==> config.mk <==
export PLATFORM = sky130hd
export DESIGN_NAME = mmt_top
export DESIGN_NICKNAME = d
export VERILOG_FILES = /design/src/design/mmt_pkg.sv /design/src/design/mmt_top.sv /design/src/design/mmt_b_chan.sv
export VERILOG_INCLUDE_DIRS = /design/src /design/src/design
export SDC_FILE = /design/constraint.sdc
export NUM_CORES = 2
export LEC_CHECK = 0
export BUFFER_PORTS_ARGS = -buffer_cell sky130_fd_sc_hd__buf_4
export CORE_MARGIN = 5
export CORE_UTILIZATION = 60
export CTS_BUF_LIST = sky130_fd_sc_hd__clkbuf_2 sky130_fd_sc_hd__clkbuf_4 sky130_fd_sc_hd__clkbuf_8
export CTS_CLUSTER_DIAMETER = 200
export CTS_CLUSTER_SIZE = 16
export DETAILED_ROUTE_END_ITERATION = 7
export MAX_ROUTING_LAYER = met4
export PLACE_DENSITY_LB_ADDON = 0.08
export SYNTH_ARGS = -nofsm -noshare
export SYNTH_HDL_FRONTEND = slang
export SYNTH_SLANG_ARGS = --single-unit
==> constraint.sdc <==
create_clock -name clock -period 4.4 [get_ports clock]
set_input_delay 0.22 -clock clock [delete_from_list [all_inputs] [get_ports clock]]
set_output_delay 0.22 -clock clock [all_outputs]
set_load 0.05 [all_outputs]
==> src/design/mmt_regs.svh <==
/*
 * Constants of the timer array: start register bit positions, mode
 * register field positions, count limits and guard times.
 * Assumes inclusion by bare name from the package and the modules.
 */
`ifndef MMT_REGS_SVH
`define MMT_REGS_SVH

`define MMT_A_NUM 5
`define MMT_B_NUM 6
`define MMT_B_HALF 3
`define MMT_A_START_MSB 4
`define MMT_A_START_LSB 0
`define MMT_B_START_MSB 7
`define MMT_B_START_LSB 5
`define MMT_START_PAD 5'h00
`define MMT_MODE_MSB 1
`define MMT_MODE_LSB 0
`define MMT_MSEL_MSB 3
`define MMT_MSEL_LSB 2
`define MMT_CNT_MAX 16'hffff
`define MMT_CNT_ZERO 16'h0000
`define MMT_CNT_ONE 16'h0001
`define MMT_CUTOFF_ON 2'h3
`define MMT_CUTOFF_MASK 5'h16
`define MMT_CLK_NS 10
`define MMT_TRIG_GUARD_NS 300
`define MMT_TRIG_GUARD_CYC (`MMT_TRIG_GUARD_NS / `MMT_CLK_NS)

`endif

==> src/design/mmt_pkg.sv <==
/*
 * Types of the timer array: channel modes and per-channel state.
 * Assumes the constants header is on the include path.
 */
`include "mmt_regs.svh"

package mmt_pkg;

	typedef enum logic [1:0] {
		MMT_A_TIMER = 2'b00,
		MMT_A_EVENT = 2'b01,
		MMT_A_ONESHOT = 2'b10,
		MMT_A_PWM = 2'b11
	} mmt_a_mode_t;

	typedef enum logic [1:0] {
		MMT_B_TIMER = 2'b00,
		MMT_B_EVENT = 2'b01,
		MMT_B_MEASURE = 2'b10
	} mmt_b_mode_t;

	typedef struct packed {
		mmt_a_mode_t mode;
		logic [15:0] cnt;
		logic [15:0] reload;
		logic fresh;
		logic rld;
		logic rld_up;
		logic out;
		logic busy;
		logic trig_pend;
		logic irq;
		logic irq_dly;
		logic start_q;
		logic ev_q;
		logic trig_q;
	} mmt_a_state_t;

	typedef struct packed {
		logic [`MMT_A_NUM-1:0] a_start;
		logic [`MMT_B_NUM-1:0] b_start;
		mmt_a_state_t [`MMT_A_NUM-1:0] a;
	} mmt_top_state_t;

	typedef struct packed {
		mmt_b_mode_t mode;
		logic [1:0] msel;
		logic [15:0] cnt;
		logic [15:0] reload;
		logic fresh;
		logic rld;
		logic ovf;
		logic ovf_armed;
		logic got_edge;
		logic irq;
		logic start_q;
		logic pin_q;
	} mmt_b_state_t;

	// one channel's software access, carried as one bundle
	typedef struct packed {
		logic mode_wr;
		logic cnt_wr;
		logic irq_clr;
		logic [15:0] data;
	} mmt_wr_t;

endpackage : mmt_pkg

==> src/design/mmt_top.sv <==
/*
 * Timer array: five A-type channels (timer, event counter, one-shot,
 * PWM) and six B-type counters, with both start registers.
 * Assumes count_tick is a one-cycle pulse of the internal count source
 * and every pin input is synchronous to clock.
 */
// How it works
// - all channels halted after reset
// - B start bits at bits 7..5
// - timer read live, reload reads FFFF
// - event reload reads FFFF or 0000
// - one-shot stop reloads, output low, late flag
// - one-shot trigger waits for count source
// - entering one-shot from timer or event sets request flag
// - retrigger decrements once, then reloads
// - entering PWM from timer or event sets request flag
// - PWM stop drops high output, flags
// - channels 1,2,4 float under forced cutoff
// - measure edge and overflow both flag
// - overflow status clears by armed mode write
// - first measured edge raises no request
// - early overflow requests may occur
// - changed measure select may flag
// - width measurement runs on alternate levels
`include "mmt_regs.svh"

module mmt_top
	import mmt_pkg::*;
(
	input wire logic clock,
	input wire logic rstn,
	input wire logic ce,
	input wire logic count_tick,
	input wire logic start_first_wr,
	input wire logic start_second_wr,
	input wire logic [7:0] start_wdata,
	output logic [7:0] count_start_register_first,
	output logic [7:0] count_start_register_second,
	input wire logic [15:0] wdata,
	input wire logic [`MMT_A_NUM-1:0] a_mode_wr,
	input wire logic [`MMT_A_NUM-1:0] a_cnt_wr,
	input wire logic [`MMT_A_NUM-1:0] a_irq_clr,
	input wire logic [`MMT_A_NUM-1:0] up_down_select,
	input wire logic [`MMT_A_NUM-1:0] a_event_pin,
	input wire logic [`MMT_A_NUM-1:0] a_channel_trigger_pin,
	output logic [`MMT_A_NUM-1:0][15:0] a_channel_counter,
	output logic [`MMT_A_NUM-1:0] a_channel_output_pin,
	output logic [`MMT_A_NUM-1:0] a_channel_output_oe_n,
	output logic [`MMT_A_NUM-1:0] a_irq,
	input wire logic nmi_n,
	input wire logic forced_cutoff_high_bit,
	input wire logic forced_cutoff_low_bit,
	input wire logic [`MMT_B_NUM-1:0] b_mode_wr,
	input wire logic [`MMT_B_NUM-1:0] b_cnt_wr,
	input wire logic [`MMT_B_NUM-1:0] b_irq_clr,
	input wire logic [`MMT_B_NUM-1:0] b_pin,
	output logic [`MMT_B_NUM-1:0][15:0] b_channel_counter,
	output logic [`MMT_B_NUM-1:0] b_irq,
	output logic [`MMT_B_NUM-1:0] overflow_status_bit
);

	mmt_top_state_t s;
	mmt_top_state_t next_s;
	logic cutoff;
	mmt_wr_t b_wr [`MMT_B_NUM];

	always_comb begin
		mmt_a_state_t cur;
		mmt_a_state_t nx;
		logic run;
		logic ev_edge;
		logic trig_edge;
		mmt_a_mode_t new_mode;
		cur = '0;
		nx = '0;
		run = 1'b0;
		ev_edge = 1'b0;
		trig_edge = 1'b0;
		new_mode = mmt_a_mode_t'(wdata[`MMT_MODE_MSB:`MMT_MODE_LSB]);
		next_s = s;
		// B start bits in the upper field
		if (start_first_wr) begin
			next_s.a_start = start_wdata[`MMT_A_START_MSB:`MMT_A_START_LSB];
			next_s.b_start[`MMT_B_HALF-1:0] =
				start_wdata[`MMT_B_START_MSB:`MMT_B_START_LSB];
		end
		if (start_second_wr)
			next_s.b_start[`MMT_B_NUM-1:`MMT_B_HALF] =
				start_wdata[`MMT_B_START_MSB:`MMT_B_START_LSB];
		for (int i = 0; i < `MMT_A_NUM; i++) begin
			cur = s.a[i];
			nx = cur;
			run = s.a_start[i];
			ev_edge = a_event_pin[i] & ~cur.ev_q;
			trig_edge = a_channel_trigger_pin[i] & ~cur.trig_q;
			nx.start_q = run;
			nx.ev_q = a_event_pin[i];
			nx.trig_q = a_channel_trigger_pin[i];
			// clear first so that any set below wins
			if (a_irq_clr[i])
				nx.irq = 1'b0;
			if (cur.irq_dly) begin
				nx.irq = 1'b1;
				nx.irq_dly = 1'b0;
			end
			if (cur.rld) begin
				nx.cnt = cur.reload;
				nx.rld = 1'b0;
			end
			unique case (cur.mode)
				MMT_A_TIMER: begin
					if (run && count_tick && !cur.rld) begin
						nx.fresh = 1'b0;
						if (cur.cnt == `MMT_CNT_ZERO) begin
							nx.rld = 1'b1;
							nx.rld_up = 1'b0;
							nx.irq = 1'b1;
						end else begin
							nx.cnt = cur.cnt - `MMT_CNT_ONE;
						end
					end
				end
				MMT_A_EVENT: begin
					if (run && ev_edge && !cur.rld) begin
						nx.fresh = 1'b0;
						if (up_down_select[i] && cur.cnt == `MMT_CNT_MAX) begin
							nx.rld = 1'b1;
							nx.rld_up = 1'b1;
							nx.irq = 1'b1;
						end else if (!up_down_select[i] &&
						    cur.cnt == `MMT_CNT_ZERO) begin
							nx.rld = 1'b1;
							nx.rld_up = 1'b0;
							nx.irq = 1'b1;
						end else if (up_down_select[i]) begin
							nx.cnt = cur.cnt + `MMT_CNT_ONE;
						end else begin
							nx.cnt = cur.cnt - `MMT_CNT_ONE;
						end
					end
				end
				MMT_A_ONESHOT: begin
					nx.trig_pend = cur.trig_pend | trig_edge;
					if (!run && cur.start_q && cur.busy) begin
						// stop reloads, drops output, late flag
						nx.busy = 1'b0;
						nx.out = 1'b0;
						nx.cnt = cur.reload;
						nx.rld = 1'b0;
						nx.trig_pend = 1'b0;
						nx.irq_dly = 1'b1;
					end else if (run && count_tick) begin
						// triggers act on the count source
						if (cur.trig_pend) begin
							nx.trig_pend = trig_edge;
							nx.fresh = 1'b0;
							if (!cur.busy) begin
								nx.busy = 1'b1;
								nx.out = 1'b1;
							end else begin
								nx.cnt = cur.cnt - `MMT_CNT_ONE;
								nx.rld = 1'b1;
							end
						end else if (cur.busy && !cur.rld) begin
							if (cur.cnt == `MMT_CNT_ZERO) begin
								nx.busy = 1'b0;
								nx.out = 1'b0;
								nx.rld = 1'b1;
								nx.irq = 1'b1;
							end else begin
								nx.cnt = cur.cnt - `MMT_CNT_ONE;
							end
						end
					end
				end
				MMT_A_PWM: begin
					if (!run && cur.start_q) begin
						// stop; only a high output flags
						nx.busy = 1'b0;
						if (cur.out) begin
							nx.out = 1'b0;
							nx.irq = 1'b1;
						end
					end else if (run && !cur.start_q) begin
						nx.busy = 1'b1;
						nx.out = 1'b1;
						nx.fresh = 1'b0;
						nx.cnt = cur.reload;
					end else if (run && count_tick && cur.busy) begin
						// high phase lasts reload, low phase its complement
						if (cur.cnt == `MMT_CNT_ZERO) begin
							nx.out = ~cur.out;
							nx.cnt = cur.out ? ~cur.reload : cur.reload;
							nx.irq = 1'b1;
						end else begin
							nx.cnt = cur.cnt - `MMT_CNT_ONE;
						end
					end
				end
			endcase
			if (a_mode_wr[i]) begin
				nx.mode = new_mode;
				nx.busy = 1'b0;
				if ((new_mode == MMT_A_ONESHOT || new_mode == MMT_A_PWM) &&
				    (cur.mode == MMT_A_TIMER || cur.mode == MMT_A_EVENT))
					nx.irq = 1'b1;
			end
			if (a_cnt_wr[i]) begin
				nx.cnt = wdata;
				nx.reload = wdata;
				nx.fresh = 1'b1;
			end
			next_s.a[i] = nx;
		end
	end

	// reset leaves every start bit clear
	always_ff @(posedge clock or negedge rstn) begin
		if (!rstn)
			s <= '0;
		else if (ce)
			s <= next_s;
	end

	// forced cutoff floats channels 1, 2 and 4
	assign cutoff = !nmi_n &&
		{forced_cutoff_high_bit, forced_cutoff_low_bit} == `MMT_CUTOFF_ON;
	assign a_channel_output_oe_n = cutoff ? `MMT_CUTOFF_MASK : '0;

	always_comb begin
		for (int i = 0; i < `MMT_A_NUM; i++) begin
			// reload reads FFFF, or 0000 after counting up; unstarted reads setting
			if (s.a[i].rld)
				a_channel_counter[i] = s.a[i].rld_up ?
					`MMT_CNT_ZERO : `MMT_CNT_MAX;
			else
				a_channel_counter[i] = s.a[i].fresh ?
					s.a[i].reload : s.a[i].cnt;
			a_channel_output_pin[i] = s.a[i].out;
			a_irq[i] = s.a[i].irq;
		end
	end

	assign count_start_register_first =
		{s.b_start[`MMT_B_HALF-1:0], s.a_start};
	assign count_start_register_second =
		{s.b_start[`MMT_B_NUM-1:`MMT_B_HALF], `MMT_START_PAD};

	for (genvar g = 0; g < `MMT_B_NUM; g++) begin : g_b
		assign b_wr[g] = '{mode_wr: b_mode_wr[g], cnt_wr: b_cnt_wr[g],
			irq_clr: b_irq_clr[g], data: wdata};
		mmt_b_chan u_chan (
			.clock(clock),
			.rstn(rstn),
			.ce(ce),
			.start(s.b_start[g]),
			.count_tick(count_tick),
			.pin(b_pin[g]),
			.wr(b_wr[g]),
			.counter(b_channel_counter[g]),
			.irq(b_irq[g]),
			.overflow_status_bit(overflow_status_bit[g])
		);
	end

	chk_reset_halted: assert property (
		@(posedge clock) disable iff (!rstn)
		$rose(rstn) |-> count_start_register_first == '0 &&
			count_start_register_second == '0
	) else $error("a channel runs right after reset");

	chk_b_start_bits: assert property (
		@(posedge clock) disable iff (!rstn)
		ce && start_first_wr |=> count_start_register_first ==
			$past(start_wdata)
	) else $error("first start register mismatch");

	chk_timer_reload: assert property (
		@(posedge clock) disable iff (!rstn)
		s.a[0].mode == MMT_A_TIMER && s.a[0].rld |->
			a_channel_counter[0] == `MMT_CNT_MAX
	) else $error("timer reload cycle does not read all ones");

	chk_oneshot_stop: assert property (
		@(posedge clock) disable iff (!rstn)
		ce && s.a[1].mode == MMT_A_ONESHOT && s.a[1].busy &&
		s.a[1].start_q && !s.a_start[1] && !a_mode_wr[1] && !a_cnt_wr[1]
		|=> (!a_channel_output_pin[1] and (ce |=> a_irq[1]))
	) else $error("one-shot stop did not drop output and flag");

	chk_oneshot_entry: assert property (
		@(posedge clock) disable iff (!rstn)
		ce && a_mode_wr[1] &&
		wdata[`MMT_MODE_MSB:`MMT_MODE_LSB] == MMT_A_ONESHOT &&
		s.a[1].mode == MMT_A_TIMER |=> a_irq[1]
	) else $error("entering one-shot did not flag");

	chk_pwm_stop: assert property (
		@(posedge clock) disable iff (!rstn)
		ce && s.a[2].mode == MMT_A_PWM && s.a[2].start_q &&
		!s.a_start[2] && s.a[2].out && !a_mode_wr[2]
		|=> !a_channel_output_pin[2] && a_irq[2]
	) else $error("PWM stop with high output misbehaved");

	chk_cutoff_float: assert property (
		@(posedge clock) disable iff (!rstn)
		!nmi_n && forced_cutoff_high_bit && forced_cutoff_low_bit |->
			a_channel_output_oe_n[1] && a_channel_output_oe_n[2] &&
			a_channel_output_oe_n[4] && !a_channel_output_oe_n[0]
	) else $error("forced cutoff did not float outputs");

endmodule : mmt_top

==> src/design/mmt_b_chan.sv <==
/*
 * One B-type 16-bit counter: timer, event counter and pulse
 * period/width measurement.
 * Assumes count_tick is a one-cycle count-source pulse and pin is
 * synchronous to clock.
 */
`include "mmt_regs.svh"

module mmt_b_chan
	import mmt_pkg::*;
(
	input wire logic clock,
	input wire logic rstn,
	input wire logic ce,
	input wire logic start,
	input wire logic count_tick,
	input wire logic pin,
	input wire mmt_wr_t wr,
	output logic [15:0] counter,
	output logic irq,
	output logic overflow_status_bit
);

	mmt_b_state_t s;
	mmt_b_state_t next_s;
	logic rise;
	logic fall;
	logic vedge;
	logic [1:0] new_msel;

	assign rise = pin & ~s.pin_q;
	assign fall = ~pin & s.pin_q;
	assign new_msel = wr.data[`MMT_MSEL_MSB:`MMT_MSEL_LSB];

	always_comb begin
		unique case (s.msel)
			2'h0: vedge = fall;
			2'h1: vedge = rise;
			default: vedge = rise | fall;
		endcase
	end

	always_comb begin
		next_s = s;
		next_s.start_q = start;
		next_s.pin_q = pin;
		if (wr.irq_clr)
			next_s.irq = 1'b0;
		if (s.rld) begin
			next_s.cnt = s.reload;
			next_s.rld = 1'b0;
		end
		if (start && !s.start_q)
			next_s.got_edge = 1'b0;
		if (wr.mode_wr) begin
			next_s.mode = mmt_b_mode_t'(wr.data[`MMT_MODE_MSB:`MMT_MODE_LSB]);
			next_s.msel = new_msel;
			if (s.ovf_armed) begin
				next_s.ovf = 1'b0;
				next_s.ovf_armed = 1'b0;
			end
			if (start && s.mode == MMT_B_MEASURE && new_msel != s.msel)
				next_s.irq = 1'b1;
		end
		if (wr.cnt_wr) begin
			next_s.cnt = wr.data;
			next_s.reload = wr.data;
			next_s.fresh = 1'b1;
		end
		unique case (s.mode)
			MMT_B_TIMER, MMT_B_EVENT: begin
				if (start && !s.rld && ((s.mode == MMT_B_TIMER) ?
				    count_tick : rise)) begin
					next_s.fresh = 1'b0;
					if (s.cnt == `MMT_CNT_ZERO) begin
						next_s.rld = 1'b1;
						next_s.irq = 1'b1;
					end else begin
						next_s.cnt = s.cnt - `MMT_CNT_ONE;
					end
				end
			end
			MMT_B_MEASURE: begin
				if (start && vedge) begin
					next_s.reload = s.cnt;
					next_s.cnt = `MMT_CNT_ZERO;
					next_s.got_edge = 1'b1;
					if (s.got_edge)
						next_s.irq = 1'b1;
				end else if (start && count_tick) begin
					if (s.cnt == `MMT_CNT_MAX) begin
						next_s.ovf = 1'b1;
						next_s.ovf_armed = 1'b0;
						next_s.irq = 1'b1;
					end else if (s.ovf) begin
						next_s.ovf_armed = 1'b1;
					end
					next_s.cnt = s.cnt + `MMT_CNT_ONE;
				end
			end
			default: ;
		endcase
	end

	always_ff @(posedge clock or negedge rstn) begin
		if (!rstn)
			s <= '0;
		else if (ce)
			s <= next_s;
	end

	assign counter = s.rld ? `MMT_CNT_MAX :
		((s.mode == MMT_B_MEASURE || s.fresh) ? s.reload : s.cnt);
	assign irq = s.irq;
	assign overflow_status_bit = s.ovf;

	chk_ovf_sets_irq: assert property (
		@(posedge clock) disable iff (!rstn)
		ce && start && s.mode == MMT_B_MEASURE && count_tick && !vedge &&
		s.cnt == `MMT_CNT_MAX |=> overflow_status_bit && irq
	) else $error("overflow did not set status and request");

	chk_ovf_held: assert property (
		@(posedge clock) disable iff (!rstn)
		ce && s.ovf && !s.ovf_armed |=> overflow_status_bit
	) else $error("overflow status cleared before armed");

	chk_first_quiet: assert property (
		@(posedge clock) disable iff (!rstn)
		ce && start && s.mode == MMT_B_MEASURE && vedge && !s.got_edge &&
		!s.irq && !wr.mode_wr |=> !irq
	) else $error("first measured edge raised a request");

	chk_msel_same: assert property (
		@(posedge clock) disable iff (!rstn)
		ce && start && wr.mode_wr && s.mode == MMT_B_MEASURE &&
		new_msel == s.msel && !s.irq && !vedge && !count_tick |=> !irq
	) else $error("rewriting the same select raised a request");

endmodule : mmt_b_chan

* Word level (Yosys, flattened, before mapping)
Cells that the tools add are included.
** Word-level totals
- Output and inout port bits :: 219
- Register bits after elaboration :: 500
- Word-level logic and storage cells :: 1212
- Input port bits :: 87
** Operators by class
- Equal/unequal tests :: 158
- Add/subtract/negate cells :: 22
- Mux-type cells :: 582
- Bitwise logic cells :: 65
- Reductions and logical operators :: 240
** Operators by type and width (number)
- 16-bit two-way mux :: 154
- 33-bit two-way mux :: 11
- 16-bit case mux with 4 select lines :: 5
- 1-bit two-way mux :: 256
- 16-bit case mux with 2 select lines :: 6
- 16-bit by 1-bit adder with 16-bit output, second input constant :: 11
- 16-bit == test, second input constant :: 11
- 16-bit logical NOT :: 11
- 16-bit by 1-bit subtractor with 16-bit output, second input constant :: 11
- 2-bit two-way mux :: 86
- 4-bit inequality test, second input constant :: 35
- 3-bit inequality test, second input constant :: 45
- 1-bit logical AND :: 103
- 16-bit NOT :: 5
- 8-bit AND reduction :: 10
- 3-bit two-way mux :: 21
- 6-bit AND reduction :: 10
- 5-bit inequality test, second input constant :: 10
- 2-bit AND reduction :: 23
- 1-bit case mux with 4 select lines :: 10
- 2-bit == test, second input constant :: 19
- 2-bit by 1-bit == test with 1-bit output, second input constant :: 17
- 2-bit logical NOT :: 17
- 1-bit case mux with 2 select lines :: 17
- 14 further kinds :: 163

* Longest topological paths before layout
- Depth in word-level cells :: 10
- Mapped depth :: 14
- Mapped depth without buffers :: 9

* By module
From an unflattened synthesis, not the netlist that was laid out.
** Second synthesis, totals
- Cells, all modules :: 6323
- Area total of the unflattened synthesis :: 48011.0 um^2
** Modules (own cells, without submodules)
- mmt_top :: cells an instance 3625, times used 1, area each 26576.7 um^2
- mmt_b_chan (g_b[0].u_chan ...) :: cells an instance 452, times used 5, area each 3572.2 um^2
- mmt_b_chan (g_b[1].u_chan) :: cells an instance 438, times used 1, area each 3573.4 um^2

* Least setup slack after synthesis
Ideal clock, no wire load.
- Path kind :: register to register
- From :: register s[207] (netlist name)
- To :: register s[218] (netlist name)
- Setup slack :: 1.276 ns
- Stages on the path, launching flop included :: 12
- Period minus slack after synthesis :: 3.124 ns
- Data required time :: 4.268 ns
- Data arrival time :: 2.992 ns
- Setup time :: 0.132 ns
- Path through :: dfrtp_1 -> clkbuf_1 -> inv_1 -> ha_1 -> or3b_1 -> buf_2 -> nor3_2 -> nand2_1 -> a21oi_1 -> mux2_1 -> a221oi_1 -> o211ai_1
** Between the ends
- Word-level cells in the longest chain between the ends :: 8
- Elaborated cells between the ends (all ways) :: 23
- Classes of those cells :: add/sub: 2; eq/ne: 1; mux: 17; reduce/logical: 3
** RTL lines
- start: declaration :: line mmt_top.sv:62 : mmt_top_state_t s;
- start signal: assignment :: line mmt_top.sv:222 : s <= next_s;
- 16-bit by 1-bit subtractor with 16-bit output (no source line) / 16-bit logical NOT (equally long branches)
- 16-bit two-way mux :: line mmt_top.sv:114, mmt_top.sv:165
- 16-bit two-way mux :: line mmt_top.sv:164 : end else if (cur.busy && !cur.rld) begin
- 16-bit two-way mux :: line mmt_top.sv:154 : if (cur.trig_pend) begin
- 16-bit two-way mux :: line mmt_top.sv:152 : end else if (run && count_tick) begin
- 16-bit two-way mux :: line mmt_top.sv:144 : if (!run && cur.start_q && cur.busy) begin
- 16-bit case mux with 4 select lines * :: line mmt_top.sv:110 : unique case (cur.mode)
- 33-bit two-way mux * :: line mmt_top.sv:208 : if (a_cnt_wr[i]) begin
Every way passes the cells marked *; elsewhere a longest branch is shown, timed or not.
A chain may end at the register's enable or synchronous reset.

* Worst setup path after layout
- From :: register s[207] (netlist name)
- To :: register s[216] (netlist name)
The elaborated chain is that of the path after synthesis.

==> results.py <==
metrics = {
    "status": {
        "status": "finished, final reports clean",
    },
    "die": {
        "fp.dieArea_um2": 83700,
        "start_util": 0.604,
        "ioPinCount": 306,
        "die_w_um": 289,
        "row_count": 102,
        "core-area_um2": 77500,
        "die_height_um": 289,
    },
    "final_layout": {
        "nets": 6278,
        "area_growth_pct": 6.50,
        "seqCellArea_um2": 12500,
        "multiInputGateArea_um2": 30900,
        "fillCellCount": 7003,
        "drive_gt1_frac": 0.113,
        "layout_commonest_cell": "nand2_1",
        "final_area_um2": 49900,
        "final_cell_mix": "600 x nand2_1, 578 x nor2_1, 514 x a21oi_1",
    },
    "flow_run": {
        "maxCapViolations": 0,
    },
    "drt": {
        "drcViolationCount": 0,
        "vias": 51952,
        "ant_nets": 0,
        "finalWirelength_um": 188000,
        "viasPerCell": 7.22,
        "drt_first_pass_iters": 6,
        "wl_per_cell_um": 26.1,
        "drt_iter0_markers": 7381,
    },
    "logic_synthesis": {
        "synth_area_leader_cell": "dfrtp_1",
        "synth_edf_count": 0,
        "ys.flop_type": "dfrtp_1",
        "seq_area_frac_synth": 0.267,
        "async_flop_share": 1.00,
        "synth_area_leaders": "dfrtp_1 27%, a21oi_1 5.5%, o21ai_0 5.3%",
        "synth_seq_cells": 500,
        "postSynthCellCount": 6302,
        "synthesis.area_um2": 46800,
        "synthDistinctLibCells": 102,
        "yosysTopAreaCellShare": 0.267,
        "avgSynthCellArea_um2": 7.43,
        "ys_warn_count": 0,
    },
    "power_and_ir_drop": {
        "combPwrFrac": 0.507,
        "p_int_uw": 9860,
        "p_leak_uw": 0.0191,
        "p_sw_uw": 10600,
        "ir_drop_v": 0.000423,
        "pwr_density_cell_nw_per_um2": 411,
        "p_clk_frac": 0.124,
        "pwr-share-seq": 0.370,
        "switching_share": 0.519,
    },
    "placed_design": {
        "dp_hpwl_um": 123000,
        "io_buffer_count": 298,
        "place.gp.congestion": 1.06,
        "placed_cell_area_um2": 48800,
    },
    "critical_path": {
        "critPathArrivalTime_ns": 4.33,
        "regToRegSetupSlack_ns": 0.67,
        "reg2reg_to": "s[216]",
        "cp-startpoint": "s[207]",
        "critPathMaxFanout": 11,
        "crit_required_ns": 4.99,
        "timing.rr.start": "s[207]",
        "worst-setup-path-type": "reg2reg",
        "cp-start-kind": "register",
        "cp-end-kind": "register",
        "reg2regPathDepth": 9,
    },
    "timing": {
        "hold_viol_final": 0,
        "setup_viol": 0,
        "rsz0062_at_grt": "false",
        "fin_crit_sh": 0.849,
        "maxSlewHeadroom": 0.169,
        "finalWorstPathRequiredPeriod_ns": 3.73,
        "drv_slew": 0,
        "finClkSkew_ns": 0.0483,
        "worst_pin_slew_ns": 1.24,
        "fin_hold_ws_ns": 0.0218,
        "max_freq_ghz": 0.268,
        "setup_tns_ns": 0,
    },
    "clock_network": {
        "cts.clk_slew.worst_paths_ns": 0.14,
        "cts.sinks": 500,
        "cts-root-buf": "clkbuf_8",
        "htree_levels": 2,
        "cts_setup_buffers": 0,
        "clk_latency_ns": 0.71,
        "cts-buffers-inserted": 37,
        "clock_path_buffers": 3,
        "ctsResizeCount": 0,
        "cts_tree": "built",
    },
    "grt": {
        "grt_remaining_overflow": 0,
        "grt_use_total": 0.442,
        "grt_pass1_vias": 48185,
        "grt_pass1_wl_um": 287000,
        "antenna_found_initial": 9,
        "grt_max_degree": 118,
    },
    "min_path": {
        "min_path_type": "in2reg",
        "hold_path.startpoint": "a_irq_clr[3]",
        "min_path_cells": 5,
        "hold-path-endpoint": "a_irq[3]",
    },
}
kinds of logic (layout without fill, tap and decap cells):
group / count (synthesis) / after routing / synth area share
AOI/OAI and AO/OA: 2138 / 2138 / 0.292
xor gates and xnor gates: 261 / 261 / 0.0488
adders and majority gates: 50 / 50 / 0.0134
buffers and inverters: 847 / 682 / 0.0729
DFF: 500 / 500 / 0.267
muxes: 380 / 380 / 0.0853
other: 1 / 21 / 0.0000801
and+or+nand+nor: 2125 / 2125 / 0.220
stage by stage:
stage | util | instances | setup slack (ns) | power [uW]
6_report | 0.644 | 7197 | 0.666 | 20500
5_1_grt | 0.644 | 7195 | 0.473 | 21500
4_1_cts | 0.643 | 7183 | 0.737 | 20100
3_5_place_dp | 0.630 | 7094 | 0.776 | 17600
3_3_place_gp | 0.630 | 7094 | 0.864 | 17500
2_1_floorplan | - | 6308 | 1.28 | 14500
worst max-delay path, stage by stage, from the launching register on:
cell and delay [ns]:
dfrtp_1 0.52, inv_1 0.22, ha_1 0.24, or3b_1 0.57, or4_1 0.75, o21ai_2 0.30
o21ai_1 0.17, nand3b_1 0.21, a2111oi_0 0.50, a21oi_1 0.13
registers in the layout, summed over array words and instances, names as in the netlist:
register                        cells
count_start_register_first          8
count_start_register_second         3
s                                 215
g_b.u_chan.overflow_status_bit      6
g_b.u_chan.s                      252
a_channel_output_pin                5
a_irq                               5
g_b.u_chan.irq                      6
synth_stat cells, drive strengths merged, types with 120 or more instances:
cell and count:
clkbuf 575, nand3 205, buf 127, nand2 600
inv 140, o22ai 160, nor3 121, o21ai 553
xor2 136, xnor2 125, a21oi 515, dfrtp 500
a211oi 120, mux2i 230, mux2 150, nor2 584
layout make-up:
cell class | instances | area share
Multi-Input combinational cell | 4961 | 0.621
Clock buffer | 38 | 0.0104
Tap cell | 1040 | 0.0261
Inverter | 145 | 0.0110
Sequential cell | 500 | 0.251
Antenna cell | 14 | 0.000703
Clock inverter | 3 | 0.000627
Timing Repair Buffer | 496 | 0.0796
how the worst max path moves through the flow:
stage | slack, ns | to | depth (start not counted)
5_1_grt | 0.47 | s[216] | 9
2_1_floorplan | 1.28 | s[218] | 11
3_5_place_dp | 0.78 | s[216] | 9
6_report | 0.67 | s[216] | 9
3_3_place_gp | 0.86 | s[79] | 9
4_1_cts | 0.74 | s[216] | 9
timing repair:
action                                 4_1_cts  5_1_grt
hold buffers                                48        0
setup endpoints to repair                    0        0
endpoints found under the hold margin      135        0
routing by layer:
layer	part of all wire	track usage	vias up
met5	0	-	-
met4	0.066	0.251	0
met3	0.12	0.0974	801
met2	0.43	0.637	3801
met1	0.38	0.576	24573
li1	-	-	22777
power by group through the flow:
stage               clock (uW)  combinational [uW]  sequential, uW
floorplan                    0                8470            6040
global route              2700               11100            7710
CTS                       2530               10200            7450
global placement             0                9990            7490
detailed placement           0               10100            7540
finish                    2530               10400            7580
(Power assumes the default switching activity.)
